File: config.mk
export PLATFORM = sky130hd
export DESIGN_NAME = cmp_event
export DESIGN_NICKNAME = d
export VERILOG_FILES = /design/src/cmp_pkg.sv /design/src/cmp_sync_if.sv /design/src/cmp_sync.sv /design/src/cmp_event.sv
export SDC_FILE = /design/constraint.sdc
export NUM_CORES = 1
export LEC_CHECK = 0
export BUFFER_PORTS_ARGS = -buffer_cell sky130_fd_sc_hd__clkbuf_2
export CORE_MARGIN = 3
export CORE_UTILIZATION = 40
export DETAILED_ROUTE_END_ITERATION = 8
export HOLD_SLACK_MARGIN = 0.15
export PLACE_DENSITY_LB_ADDON = 0.3
export SETUP_SLACK_MARGIN = 0.5
export SLEW_MARGIN = 10
export SYNTH_ARGS = -nofsm -noshare
export SYNTH_HDL_FRONTEND = slang
export SYNTH_SLANG_ARGS = --single-unit
File: constraint.sdc
create_clock -name mclk -period 1.6 [get_ports mclk]
set_input_delay 0.08 -clock mclk [delete_from_list [all_inputs] [get_ports mclk]]
set_output_delay 0.08 -clock mclk [all_outputs]
set_load 0.05 [all_outputs]
File: src/cmp_pkg.sv
/*
  Constants shared by the comparator event logic: register offsets,
  field positions, reset values and mode encodings.
  Assumes a 32-bit Avalon-MM slave with byte addresses.
*/
package cmp_pkg;

  // ****************************************
  // Register offsets
  // ****************************************
  localparam logic [5:0] ctrl_off   = 6'h00;
  localparam logic [5:0] refset_off = 6'h04;
  localparam logic [5:0] status_off = 6'h08;
  localparam logic [5:0] mask_off   = 6'h0c;
  localparam logic [5:0] raw_off    = 6'h10;
  localparam logic [5:0] value_off  = 6'h14;

  // ****************************************
  // Control fields
  // ****************************************
  localparam int trig_lsb   = 0;
  localparam int int_lsb    = 4;
  localparam int src_lsb    = 8;
  localparam int inv_bit    = 12;
  localparam int refset_w   = 5;

  localparam logic [31:0] ctrl_rst   = 32'h0000_0000;
  localparam logic [4:0]  refset_rst = 5'h00;
  localparam logic [31:0] unmapped_rd = 32'h0000_0000;

  // ****************************************
  // Event modes, shared by trigger and interrupt
  // ****************************************
  localparam logic [2:0] adc_trigger_off          = 3'h0;
  localparam logic [2:0] adc_trigger_level_high   = 3'h1;
  localparam logic [2:0] adc_trigger_level_low    = 3'h2;
  localparam logic [2:0] adc_trigger_falling_edge = 3'h3;
  localparam logic [2:0] adc_trigger_rising_edge  = 3'h4;
  localparam logic [2:0] adc_trigger_any_edge     = 3'h5;

  // ****************************************
  // Reference source select
  // ****************************************
  localparam logic [1:0] ref_from_own_pin         = 2'h0;
  localparam logic [1:0] ref_from_first_unit_pin  = 2'h1;
  localparam logic [1:0] ref_from_internal_source = 2'h2;

  function automatic logic event_hit(input logic [2:0] mode, input logic cur, input logic prev);
    case (mode)
      adc_trigger_level_high:   event_hit = cur;
      adc_trigger_level_low:    event_hit = !cur;
      adc_trigger_falling_edge: event_hit = prev && !cur;
      adc_trigger_rising_edge:  event_hit = !prev && cur;
      adc_trigger_any_edge:     event_hit = prev != cur;
      default:                  event_hit = 1'b0;
    endcase
  endfunction

  function automatic logic is_level(input logic [2:0] mode);
    is_level = (mode == adc_trigger_level_high) || (mode == adc_trigger_level_low);
  endfunction

endpackage

File: src/cmp_sync_if.sv
/*
  Carries the synchronised comparator level and its previous sample
  from the synchroniser to the event logic.
  Assumes one clock domain.
*/
`timescale 1ns/1ps
interface cmp_sync_if;
  logic cur;
  logic prev;
  modport src (output cur, output prev);
  modport dst (input  cur, input  prev);
endinterface

File: src/cmp_sync.sv
/*
  Two-flop synchroniser for the analog comparator result, plus a third
  stage holding the previous synchronised sample for edge detection.
  Assumes the comparator level is asynchronous to mclk.
*/
`timescale 1ns/1ps
module cmp_sync
(
  input  wire logic   mclk,
  input  wire logic   rst_n,
  input  wire logic   cmp_raw,
  cmp_sync_if.src     sync
);

  logic meta_ff;
  logic cur_ff;
  logic prev_ff;
  logic nxt_meta;
  logic nxt_cur;
  logic nxt_prev;

  always_comb
  begin
    nxt_meta = cmp_raw;
    nxt_cur  = meta_ff;
    nxt_prev = cur_ff;
  end

  // First stage read only by the second
  always_ff @(posedge mclk or negedge rst_n)
  begin
    if (!rst_n)
    begin
      meta_ff <= 1'b0;
      cur_ff  <= 1'b0;
      prev_ff <= 1'b0;
    end
    else
    begin
      meta_ff <= nxt_meta;
      cur_ff  <= nxt_cur;
      prev_ff <= nxt_prev;
    end
  end

  assign sync.cur  = cur_ff;
  assign sync.prev = prev_ff;

  sync_delay_a: assert property (@(posedge mclk) disable iff (!rst_n)
    1'b1 |=> prev_ff == $past(cur_ff)) else $error("previous sample lost");

endmodule

File: src/cmp_event.sv
/*
  Comparator event logic: reference select, output polarity, ADC
  trigger and interrupt with mask, raw and masked status.
  Assumes an Avalon-MM master obeying waitrequest, and an analog
  comparator result that is asynchronous to mclk.
*/
`timescale 1ns/1ps
module cmp_event
(
  input  wire logic        mclk,
  input  wire logic        rst_n,
  input  wire logic [5:0]  avs_address,
  input  wire logic        avs_read,
  input  wire logic        avs_write,
  input  wire logic [31:0] avs_writedata,
  input  wire logic [3:0]  avs_byteenable,
  output logic      [31:0] avs_readdata,
  output logic             avs_waitrequest,
  input  wire logic        cmp_raw,
  output logic             cmp_pin_out,
  output logic      [1:0]  ref_select,
  output logic      [4:0]  ref_level,
  output logic             ref_enable,
  output logic             adc_trigger,
  output logic             irq
);

  // ****************************************
  // Synchroniser
  // ****************************************
  cmp_sync_if sync_bus ();

  // Two flops ahead of every detector
  cmp_sync u_sync
  (
    .mclk    (mclk),
    .rst_n   (rst_n),
    .cmp_raw (cmp_raw),
    .sync    (sync_bus.src)
  );

  logic cur;
  logic prev;
  assign cur  = sync_bus.cur;
  assign prev = sync_bus.prev;

  // ****************************************
  // State
  // ****************************************
  logic [31:0] ctrl_ff;
  logic [4:0]  refset_ff;
  logic        pend_ff;
  logic        mask_ff;
  logic        trig_ff;
  logic        pin_ff;
  logic        irq_ff;
  logic        ack_ff;
  logic [31:0] rdata_ff;
  logic        wait_ff;
  logic        ref_en_ff;

  logic [31:0] nxt_ctrl;
  logic [4:0]  nxt_refset;
  logic        nxt_pend;
  logic        nxt_mask;
  logic        nxt_trig;
  logic        nxt_pin;
  logic        nxt_irq;
  logic        nxt_ack;
  logic [31:0] nxt_rdata;
  logic        nxt_wait;
  logic        nxt_ref_en;

  logic [2:0] trig_mode;
  logic [2:0] int_mode;
  logic       int_hit;
  logic       clr_wr;
  logic       req;

  assign trig_mode = ctrl_ff[cmp_pkg::trig_lsb +: 3];
  assign int_mode  = ctrl_ff[cmp_pkg::int_lsb +: 3];
  assign int_hit   = cmp_pkg::event_hit(int_mode, cur, prev);
  assign req       = (avs_read || avs_write) && !ack_ff;
  assign clr_wr    = req && avs_write && (avs_address == cmp_pkg::status_off)
                     && avs_byteenable[0] && avs_writedata[0];

  function automatic logic [31:0] merge(input logic [31:0] old, input logic [31:0] wd, input logic [3:0] be);
    for (int i = 0; i < 4; i++)
      merge[i*8 +: 8] = be[i] ? wd[i*8 +: 8] : old[i*8 +: 8];
  endfunction

  // ****************************************
  // Next-state logic
  // ****************************************
  always_comb
  begin
    nxt_ctrl   = ctrl_ff;
    nxt_refset = refset_ff;
    nxt_mask   = mask_ff;
    nxt_rdata  = rdata_ff;
    nxt_ack    = req;
    if (req && avs_write)
    begin
      case (avs_address)
        cmp_pkg::ctrl_off:   nxt_ctrl   = merge(ctrl_ff, avs_writedata, avs_byteenable);
        cmp_pkg::refset_off: if (avs_byteenable[0]) nxt_refset = avs_writedata[4:0];
        cmp_pkg::mask_off:   if (avs_byteenable[0]) nxt_mask = avs_writedata[0];
        default:             nxt_mask = mask_ff;
      endcase
    end
    if (req && avs_read)
    begin
      case (avs_address)
        cmp_pkg::ctrl_off:   nxt_rdata = ctrl_ff;
        cmp_pkg::refset_off: nxt_rdata = {27'h0, refset_ff};
        cmp_pkg::status_off: nxt_rdata = {31'h0, pend_ff && mask_ff};
        cmp_pkg::mask_off:   nxt_rdata = {31'h0, mask_ff};
        cmp_pkg::raw_off:    nxt_rdata = {31'h0, pend_ff};
        cmp_pkg::value_off:  nxt_rdata = {31'h0, cur};
        default:             nxt_rdata = cmp_pkg::unmapped_rd;
      endcase
    end
    // Set wins over clear; a held level re-sets it at once
    nxt_pend = int_hit || (pend_ff && !clr_wr);
    // Trigger decided on its own mode, independent of interrupt
    nxt_trig = cmp_pkg::event_hit(trig_mode, cur, prev);
    nxt_pin  = cur ^ ctrl_ff[cmp_pkg::inv_bit];
    nxt_irq  = nxt_pend && nxt_mask;
    // Registered so every output leaves a flop
    nxt_wait   = !nxt_ack;
    nxt_ref_en = nxt_refset != cmp_pkg::refset_rst;
  end

  always_ff @(posedge mclk or negedge rst_n)
  begin
    if (!rst_n)
    begin
      ctrl_ff   <= cmp_pkg::ctrl_rst;
      refset_ff <= cmp_pkg::refset_rst;
      pend_ff   <= 1'b0;
      mask_ff   <= 1'b0;
      trig_ff   <= 1'b0;
      pin_ff    <= 1'b0;
      irq_ff    <= 1'b0;
      ack_ff    <= 1'b0;
      rdata_ff  <= cmp_pkg::unmapped_rd;
      wait_ff   <= 1'b1;
      ref_en_ff <= 1'b0;
    end
    else
    begin
      ctrl_ff   <= nxt_ctrl;
      refset_ff <= nxt_refset;
      pend_ff   <= nxt_pend;
      mask_ff   <= nxt_mask;
      trig_ff   <= nxt_trig;
      pin_ff    <= nxt_pin;
      irq_ff    <= nxt_irq;
      ack_ff    <= nxt_ack;
      rdata_ff  <= nxt_rdata;
      wait_ff   <= nxt_wait;
      ref_en_ff <= nxt_ref_en;
    end
  end

  // ****************************************
  // Outputs
  // ****************************************
  // Waitrequest held high until the answer cycle; one wait state per access
  assign avs_waitrequest = wait_ff;
  assign avs_readdata    = rdata_ff;
  assign cmp_pin_out     = pin_ff;
  assign ref_select      = ctrl_ff[cmp_pkg::src_lsb +: 2];
  assign ref_level       = refset_ff;
  assign ref_enable      = ref_en_ff;
  assign adc_trigger     = trig_ff;
  assign irq             = irq_ff;

  // ****************************************
  // Checks: trigger
  // ****************************************
  // Edge modes look at the synchronised pair, one cycle before the pulse
  trig_off_a: assert property (@(posedge mclk) disable iff (!rst_n)
    trig_mode == cmp_pkg::adc_trigger_off && $stable(trig_mode) |=> !adc_trigger)
    else $error("trigger raised while off");
  trig_high_a: assert property (@(posedge mclk) disable iff (!rst_n)
    trig_mode == cmp_pkg::adc_trigger_level_high |=> adc_trigger == $past(cur))
    else $error("level high trigger wrong");
  trig_low_a: assert property (@(posedge mclk) disable iff (!rst_n)
    trig_mode == cmp_pkg::adc_trigger_level_low |=> adc_trigger == !$past(cur))
    else $error("level low trigger wrong");
  trig_rise_a: assert property (@(posedge mclk) disable iff (!rst_n)
    trig_mode == cmp_pkg::adc_trigger_rising_edge && cur && !prev |=> adc_trigger)
    else $error("rising trigger missed");
  trig_fall_a: assert property (@(posedge mclk) disable iff (!rst_n)
    trig_mode == cmp_pkg::adc_trigger_falling_edge && prev && !cur |=> adc_trigger)
    else $error("falling trigger missed");
  trig_any_a: assert property (@(posedge mclk) disable iff (!rst_n)
    trig_mode == cmp_pkg::adc_trigger_any_edge && cur != prev |=> adc_trigger)
    else $error("any edge trigger missed");

  // ****************************************
  // Checks: interrupt
  // ****************************************
  // Set beats clear, so a held level survives a clear in the same cycle
  int_edge_a: assert property (@(posedge mclk) disable iff (!rst_n)
    int_mode == cmp_pkg::adc_trigger_any_edge && cur != prev |=> pend_ff)
    else $error("edge interrupt missed");
  int_rise_a: assert property (@(posedge mclk) disable iff (!rst_n)
    int_mode == cmp_pkg::adc_trigger_rising_edge && cur && !prev |=> pend_ff)
    else $error("rising interrupt missed");
  int_fall_a: assert property (@(posedge mclk) disable iff (!rst_n)
    int_mode == cmp_pkg::adc_trigger_falling_edge && prev && !cur |=> pend_ff)
    else $error("falling interrupt missed");
  int_level_a: assert property (@(posedge mclk) disable iff (!rst_n)
    int_mode == cmp_pkg::adc_trigger_level_low && !cur |=> pend_ff)
    else $error("level interrupt missed");
  int_high_a: assert property (@(posedge mclk) disable iff (!rst_n)
    int_mode == cmp_pkg::adc_trigger_level_high && cur |=> pend_ff)
    else $error("level high interrupt missed");
  int_off_a: assert property (@(posedge mclk) disable iff (!rst_n)
    int_mode == cmp_pkg::adc_trigger_off && !pend_ff |=> !pend_ff)
    else $error("interrupt set while off");
  level_hold_a: assert property (@(posedge mclk) disable iff (!rst_n)
    clr_wr && int_hit |=> pend_ff)
    else $error("level interrupt cleared");
  clear_drop_a: assert property (@(posedge mclk) disable iff (!rst_n)
    clr_wr && !int_hit |=> !pend_ff && !irq)
    else $error("clear did not drop");
  mask_gate_a: assert property (@(posedge mclk) disable iff (!rst_n)
    !mask_ff |-> !irq)
    else $error("masked interrupt seen");

  // ****************************************
  // Checks: pin and reference
  // ****************************************
  // Reference outputs are register copies, held against the write that set them
  pin_pol_a: assert property (@(posedge mclk) disable iff (!rst_n)
    1'b1 |=> cmp_pin_out == ($past(cur) ^ $past(ctrl_ff[cmp_pkg::inv_bit])))
    else $error("pin polarity wrong");
  src_sel_a: assert property (@(posedge mclk) disable iff (!rst_n)
    req && avs_write && avs_address == cmp_pkg::ctrl_off && avs_byteenable[1]
    |=> ref_select == $past(avs_writedata[cmp_pkg::src_lsb +: 2])) else $error("reference source wrong");
  ref_lvl_a: assert property (@(posedge mclk) disable iff (!rst_n)
    req && avs_write && avs_address == cmp_pkg::refset_off && avs_byteenable[0]
    |=> ref_level == $past(avs_writedata[cmp_pkg::refset_w-1:0])) else $error("reference level wrong");
  ref_en_a: assert property (@(posedge mclk) disable iff (!rst_n)
    ref_enable == (ref_level != cmp_pkg::refset_rst))
    else $error("reference enable wrong");

  // ****************************************
  // Checks: register bus
  // ****************************************
  // Read data is captured at the request edge and shown at the answer edge
  wait_one_a: assert property (@(posedge mclk) disable iff (!rst_n)
    req |=> !avs_waitrequest ##1 avs_waitrequest)
    else $error("answer cycle wrong");
  mask_wr_a: assert property (@(posedge mclk) disable iff (!rst_n)
    req && avs_write && avs_address == cmp_pkg::mask_off && avs_byteenable[0]
    |=> mask_ff == $past(avs_writedata[0])) else $error("mask write lost");
  ctrl_rd_a: assert property (@(posedge mclk) disable iff (!rst_n)
    req && avs_read && avs_address == cmp_pkg::ctrl_off |=> avs_readdata == $past(ctrl_ff))
    else $error("control read wrong");
  refset_rd_a: assert property (@(posedge mclk) disable iff (!rst_n)
    req && avs_read && avs_address == cmp_pkg::refset_off
    |=> avs_readdata[cmp_pkg::refset_w-1:0] == $past(refset_ff)) else $error("reference read wrong");
  status_rd_a: assert property (@(posedge mclk) disable iff (!rst_n)
    req && avs_read && avs_address == cmp_pkg::status_off |=> avs_readdata[0] == $past(pend_ff && mask_ff))
    else $error("masked status wrong");
  raw_rd_a: assert property (@(posedge mclk) disable iff (!rst_n)
    req && avs_read && avs_address == cmp_pkg::raw_off |=> avs_readdata[0] == $past(pend_ff))
    else $error("raw status wrong");
  value_rd_a: assert property (@(posedge mclk) disable iff (!rst_n)
    req && avs_read && avs_address == cmp_pkg::value_off |=> avs_readdata[0] == $past(cur))
    else $error("comparator value wrong");

  // ****************************************
  // Coverage
  // ****************************************
  trig_seen_c: cover property (@(posedge mclk) disable iff (!rst_n) adc_trigger);
  irq_seen_c:  cover property (@(posedge mclk) disable iff (!rst_n) irq);
  clr_seen_c:  cover property (@(posedge mclk) disable iff (!rst_n) irq ##1 clr_wr ##2 !irq);
  hold_seen_c: cover property (@(posedge mclk) disable iff (!rst_n) clr_wr && int_hit);
  inv_seen_c:  cover property (@(posedge mclk) disable iff (!rst_n) ctrl_ff[cmp_pkg::inv_bit] && cmp_pin_out);

endmodule

==> key figures, run 1 <==
Power and ir drop
  – Total power divided by cell area: 858 nW/um^2
  – Overall Power: 4.64 mW
  – LEAKAGE: 2.67 nW
  – Peak supply drop: 0.568 mV

Synth
  – Synth unique cells: 40
  – Syn Nets: 329
  – Ys async rst share: 100%
  – Main synth FF type: dfrtp_1
  – Syn Area/Cell: 12.2 sq um
  – Gate Count Post-Synth: 280
  – Seq/Total Area, Yosys: 58.8%
  – Warnings, synthesis: 0
  – Cell taking the most area after synthesis: dfrtp_1
  – Synth top area share: 58.0%
  – Top post-synthesis cells by area: dfrtp_1, mux2_2, nand2_1
  – Post-synthesis register bit count: 80
  – Most frequent cell after synthesis: dfrtp_1
  – Synth top cells by count: dfrtp_1, nand2_1, mux2_2
  – EDFF count, synth: 0
  – Syn Std Cell Area: 3410 sq um

Place
  – Setup WS pre-CTS: -0.0336 ns
  – Placed wire-length estimate: 5260 um
  – I/O Buffers: 90
  – Placed Cells incl. Taps: 475
  – Final RePlAce weighted congestion: 0.786
  – Area after DPL: 4100 sq um

Clock tree
  – CTS Sinks: 80
  – Clk buf depth: 2
  – Clock Latency Late Sink: 0.35 ns
  – Root buf cell: clkbuf_8
  – CTS tree: done
  – H-tree depth: 3
  – Num CTS Buffers: 9
  – Reg clk slew, reported paths: 0.09 ns

Timing
  – Slew Viols, Final: 0
  – Final Worst Setup Slack: 0.140 ns
  – Finish-stage setup viols: 0
  – F_max: 685 MHz
  – Min Clock Period, post-route: 1.46 ns
  – Clk_skew: 0.00821 ns
  – RSZ-0062 raised after global routing: yes
  – Fin crit share: 91.2%
  – Hold Vio Cnt, Final: 0
  – Relative slew margins: 71.5%
  – Transition time of the tightest slew-check pin: 0.427 ns
  – Final TNS setup: 0 ns

Critical path
  – CP startpoint kind: flip-flop
  – WS Path Type: flip-flop to flip-flop
  – CP Cell Sequence: and3b_2 > and4b_1 > buf_6 > mux2_4
  – RR Endpoint: ref_level[2]
  – CP max-delay cell: dfrtp_1
  – Worst path bufs/invs: 1
  – Reg2Reg Launch Point: ack_ff
  – Critical path's top delay family: simple AND/OR/NAND/NOR gates
  – WP data required: 1.84 ns
  – Worst setup EP type: flip-flop
  – Critical path endpoint: ref_level[2]
  – Levels on crit path: 4
  – Crit path largest cell delay: 0.38 ns
  – Max FO, Critical Path: 7
  – Worst reg-to-reg setup slack: 0.14 ns
  – CP Launch Point: ack_ff
  – Critical path data arrival time: 1.70 ns
  – FF-to-FF path depth: 4

Die
  – Core area: 8260 sq um
  – Starting Density: 41.2%
  – I/O pins: 91
  – Die Wd: 98.3 um
  – Rows: 33
  – Die ar.: 9660 sq um
  – Die height: 98.3 um

Layout
  – Multi-input gate area: 1550 sq um
  – Final cell count without fillers: 549
  – Net count, final: 488
  – Finished layout cell area: 5410 sq um
  – Number of diodes: 0
  – FILL cells: 643
  – Sequential cell area: 2010 sq um
  – Area delta synth->final: 58.9%
  – Layout cells sized above 1: 55.9%

Detailed routing
  – Vias post-DR: 2741
  – Wire per inst: 16.8 um
  – Post-route ant nets: 0
  – DRC viols: 0
  – Initial detailed-routing violation count: 55
  – DR vias/cell: 4.99
  – WL final: 9230 um
  – First-pass iteration count of the detailed router: 4

Global route
  – Initial antenna violation count: 0
  – Number of global-route vias before repair: 2885
  – GRT overflow: 0
  – Global-route wire length before repair: 14600 um
  – Total GRT Usage: 19.3%
  – Largest net degree at the start of global routing: 81

Min path
  – Worst hold path class: input pin to flip-flop

Flow run
  – Max_cap viols: 0

Outcome
  – Status: finished, final reports clean
## per-layer routing
metal / vias up / routed length [um] / track usage [%]
li1: 1289 / - / -
met1: 1353 / 4000 / 25.1
met2: 78 / 4500 / 31.3
met3: 21 / 480 / 4.57
met4: 0 / 242 / 7.88
met5: - / 0 / 0
## how the worst min path moves through the flow
stage                 startpoint              end  slack, ns  depth (start not counted)
2_1_floorplan              rst_n           ack_ff      -0.22                          0
3_3_place_gp               rst_n  avs_readdata[9]       0.14                          2
3_5_place_dp               rst_n  u_sync.sync.cur       0.15                          2
4_1_cts                avs_write           ack_ff       0.16                          4
5_1_grt        avs_byteenable[2]      ctrl_ff[19]       0.18                          3
6_report               avs_write           ack_ff       0.18                          4
## repair_timing
action                                 in CTS  in global routing
setup endpoints to repair                  87                103
endpoints found under the hold margin     123                  0
pin swaps                                   9                 15
gates resized for setup                    63                 72
cloned                                      4                  3
buffers inserted                           12                  4
hold buffers                               35                  0
## layout by cell type (no fill, tap or decap), types with 12 or more instances in the layout
master	instances
mux2_2	25
o21ai_2	24
dfrtp_1	75
clkbuf_4	17
clkbuf_2	53
dlygate4sd3_1	35
mux2_4	14
nand2_1	47
buf_4	22
clkbuf_8	12
## kinds of logic after synthesis
logic type | synth area share (%)
buffers and inverters | 3.23
adder cells (fa/ha/maj) | 0.735
flip-flops | 58.8
AND/OR/NAND/NOR | 14.3
XOR/XNOR | 0.257
multiplexers | 15.8
AO/OA/AOI/OAI | 6.87
## worst reg2reg max path, delay by kind of cell, from the launching register on
kind | cells | cell delay (ns)
buffers and inverters | 1 | 0.16
DFF | 1 | 0.38
muxes | 1 | 0.32
and+or+nand+nor | 2 | 0.50
## power breakdown
part           internal, mW  switching (mW)  total [mW]
Sequential             2.10          0.0585        2.16
Combinational         0.441           0.401       0.842
Clock                 0.878           0.763        1.64
Total                  3.42            1.22        4.64
## per-stage QoR
| step | hold slack (ns) | utilization, % |
|---|---|---|
| finish | 0.184 | 65.5 |
| global route | 0.184 | 65.5 |
| CTS | 0.159 | 62.4 |
| detailed placement | 0.145 | 49.7 |
| global placement | 0.140 | 49.7 |
| floorplan | -0.216 | - |
## cell type report
cell class,count,area share [%]
clock inverters,7,1.78
multi-input cells,179,28.6
repair buffers,164,27.5
clock buffers,9,2.29
flip-flops and latches,80,37.1
well taps,105,2.43
inverters,5,0.347
No activity file was read; power rests on OpenSTA's default activity.
==> inputs of run 2 (changes only) <==
CTS_CLUSTER_DIAMETER = 200   (was default)
PLACE_DENSITY = 0.75   (was default)
PLACE_DENSITY_LB_ADDON = default   (was 0.3)
==> run 2 against run 1 <==
  * Utilization down 1.2 points
  * Clock power down 7%
  * Hold slack improved by 0.0055 ns
  * Critical endpoint unchanged
  * Largest cell class unchanged
  * Highest routed layer unchanged
==> key figures, run 2 (synthesis results as in run 1) <==
Detailed routing
  – DR vias/cell: 4.99
  – Initial detailed-routing violation count: 66
  – First-pass iteration count of the detailed router: 4
  – Wire per inst: 16.8 um
  – Post-route ant nets: 0
  – Vias post-DR: 2717
  – Met1 wire length: 3900 um
  – Met2 WL: 4670 um
  – Max layer used: met4
  – WL final: 9170 um
  – DRC viols: 0
  – Met3 wire length: 501 um

Critical path
  – Reg2Reg Launch Point: ack_ff
  – RR Endpoint: ref_level[2]
  – CP Launch Point: ack_ff
  – Worst path bufs/invs: 1
  – Critical path's top delay family: simple AND/OR/NAND/NOR gates
  – Max FO, Critical Path: 7
  – Critical path data arrival time: 1.68 ns
  – CP startpoint kind: flip-flop
  – CP Cell Sequence: and3b_2 > and4b_1 > buf_6 > mux2_4
  – Crit path largest cell delay: 0.39 ns
  – Worst setup EP type: flip-flop
  – Worst reg-to-reg setup slack: 0.15 ns
  – WS Path Type: flip-flop to flip-flop
  – WP data required: 1.83 ns
  – CP max-delay cell: dfrtp_1
  – FF-to-FF path depth: 4

Timing
  – Transition time of the tightest slew-check pin: 0.614 ns
  – Final hold slack: 0.189 ns
  – RSZ-0062 raised after global routing: yes
  – Clk_skew: 0.00916 ns
  – Slew Viols, Final: 0
  – Final Worst Setup Slack: 0.148 ns
  – Hold Vio Cnt, Final: 0
  – Relative slew margins: 59.1%
  – F_max: 689 MHz
  – Fin crit share: 90.7%
  – Finish-stage setup viols: 0
  – Min Clock Period, post-route: 1.45 ns

Power and ir drop
  – Peak supply drop: 0.447 mV
  – LEAKAGE: 2.62 nW
  – Switching part of the total: 26.8%
  – Clock Power Share: 34.0%
  – Int Pwr: 3.27 mW
  – Share of power burned in registers: 48.3%
  – Net Switching: 1.20 mW
  – Total power divided by cell area: 841 nW/um^2
  – Combinational share of power: 17.6%

Layout
  – Commonest non-fill, non-tap cell in the layout: dfrtp_1
  – Area delta synth->final: 56.0%
  – Post-layout util: 64.3%
  – Number of diodes: 0
  – Layout cells sized above 1: 53.6%
  – Net count, final: 484
  – Finished layout cell area: 5310 sq um
  – Most frequent cells in the layout: dfrtp_1, clkbuf_2, nand2_1

Clock tree
  – Num CTS Buffers: 9
  – CTS Sinks: 80
  – Root buf cell: clkbuf_8
  – H-tree depth: 3
  – Clk buf depth: 2
  – CTS tree: done
  – Reg clk slew, reported paths: 0.08 ns
  – Clock Latency Late Sink: 0.35 ns

Global route
  – Global-route wire length before repair: 14400 um
  – Total GRT Usage: 19.0%
  – Number of global-route vias before repair: 2891
  – GRT overflow: 0
  – Largest net degree at the start of global routing: 48
  – Initial antenna violation count: 0

Place
  – I/O Buffers: 90
  – Area after DPL: 4090 sq um
  – Setup WS pre-CTS: -0.0921 ns
  – Placed wire-length estimate: 5420 um
  – Final RePlAce weighted congestion: 0.778

Min path
  – Hold Crit Start: avs_address[2]
  – Worst hold path class: input pin to flip-flop
  – End of the worst hold path: avs_readdata[19]
  – Min-Delay Path Depth: 5

Outcome
  – Status: finished, final reports clean

Die
  – Die Wd: 98.3 um
  – Rows: 33
  – I/O pins: 91
  – Die height: 98.3 um
  – Die ar.: 9660 sq um
  – Starting Density: 41.2%
  – Core area: 8260 sq um

Flow run
  – Max_cap viols: 0
run 2: changes by cell type in the layout (fill, tap and decap cells not counted), moves of 3 or more:
cell / before / now
clkbuf_16: 6 / 3
o21ai_1: 8 / 16
nand2_1: 47 / 42
nand2_4: 4 / 7
buf_6: 8 / 14
o21ai_2: 24 / 14
run 2: layer usage:
metal | track usage, % | vias up
met3 | 5.07 | 16
met4 | 6.72 | 0
li1 | - | 1275
met2 | 30.7 | 80
met5 | 0 | -
met1 | 24.9 | 1346
run 2: worst max-delay path by stage:
stage / to / cells past startpoint
6_report: ref_level[2] / 4
5_1_grt: ref_level[2] / 4
4_1_cts: ref_level[1] / 4
3_5_place_dp: ctrl_ff[22] / 6
3_3_place_gp: ctrl_ff[17] / 6
2_1_floorplan: ctrl_ff[0] / 5
run 2: cell type report:
class / count / area (sq um)
Fill cell: 620 / 2940
Sequential cell: 80 / 2010
Multi-Input combinational cell: 179 / 1530
Timing Repair Buffer: 160 / 1420
Clock buffer: 10 / 138
Tap cell: 105 / 131
Clock inverter: 6 / 67.6
Inverter: 5 / 18.8
run 2: power groups by stage:
| stage | Clock [mW] | Combinational (mW) | Sequential [mW] |
|---|---|---|---|
| floorplan | 0 | 0.205 | 2.27 |
| global placement | 0 | 0.473 | 2.19 |
| detailed placement | 0 | 0.482 | 2.20 |
| CTS | 1.56 | 0.718 | 2.16 |
| global route | 1.66 | 0.835 | 2.17 |
| finish | 1.52 | 0.789 | 2.16 |
run 2: tightest hold or removal path, cell delays in order:
cell and delay, ns:
clkbuf_2 0.12, nor4_4 0.06, buf_4 0.14, nand2_1 0.05
o21ai_1 0.05
run 2: stage by stage:
stage	total power, mW	TNS (ns)	cells
5_1_grt	4.67	0	545
3_3_place_gp	2.67	-0.768	473
4_1_cts	4.44	0	539
2_1_floorplan	2.48	0	280
6_report	4.47	0	545
3_5_place_dp	2.68	-1.45	473
run 2: repair_timing:
item | 4_1_cts | 5_1_grt
pin swaps | 9 | 6
hold endpoints to repair | 88 | 0
setup endpoints to repair | 81 | 108
resized for setup | 48 | 102
buffers inserted | 10 | 3
hold buffers | 35 | 0
gates cloned | 5 | 3
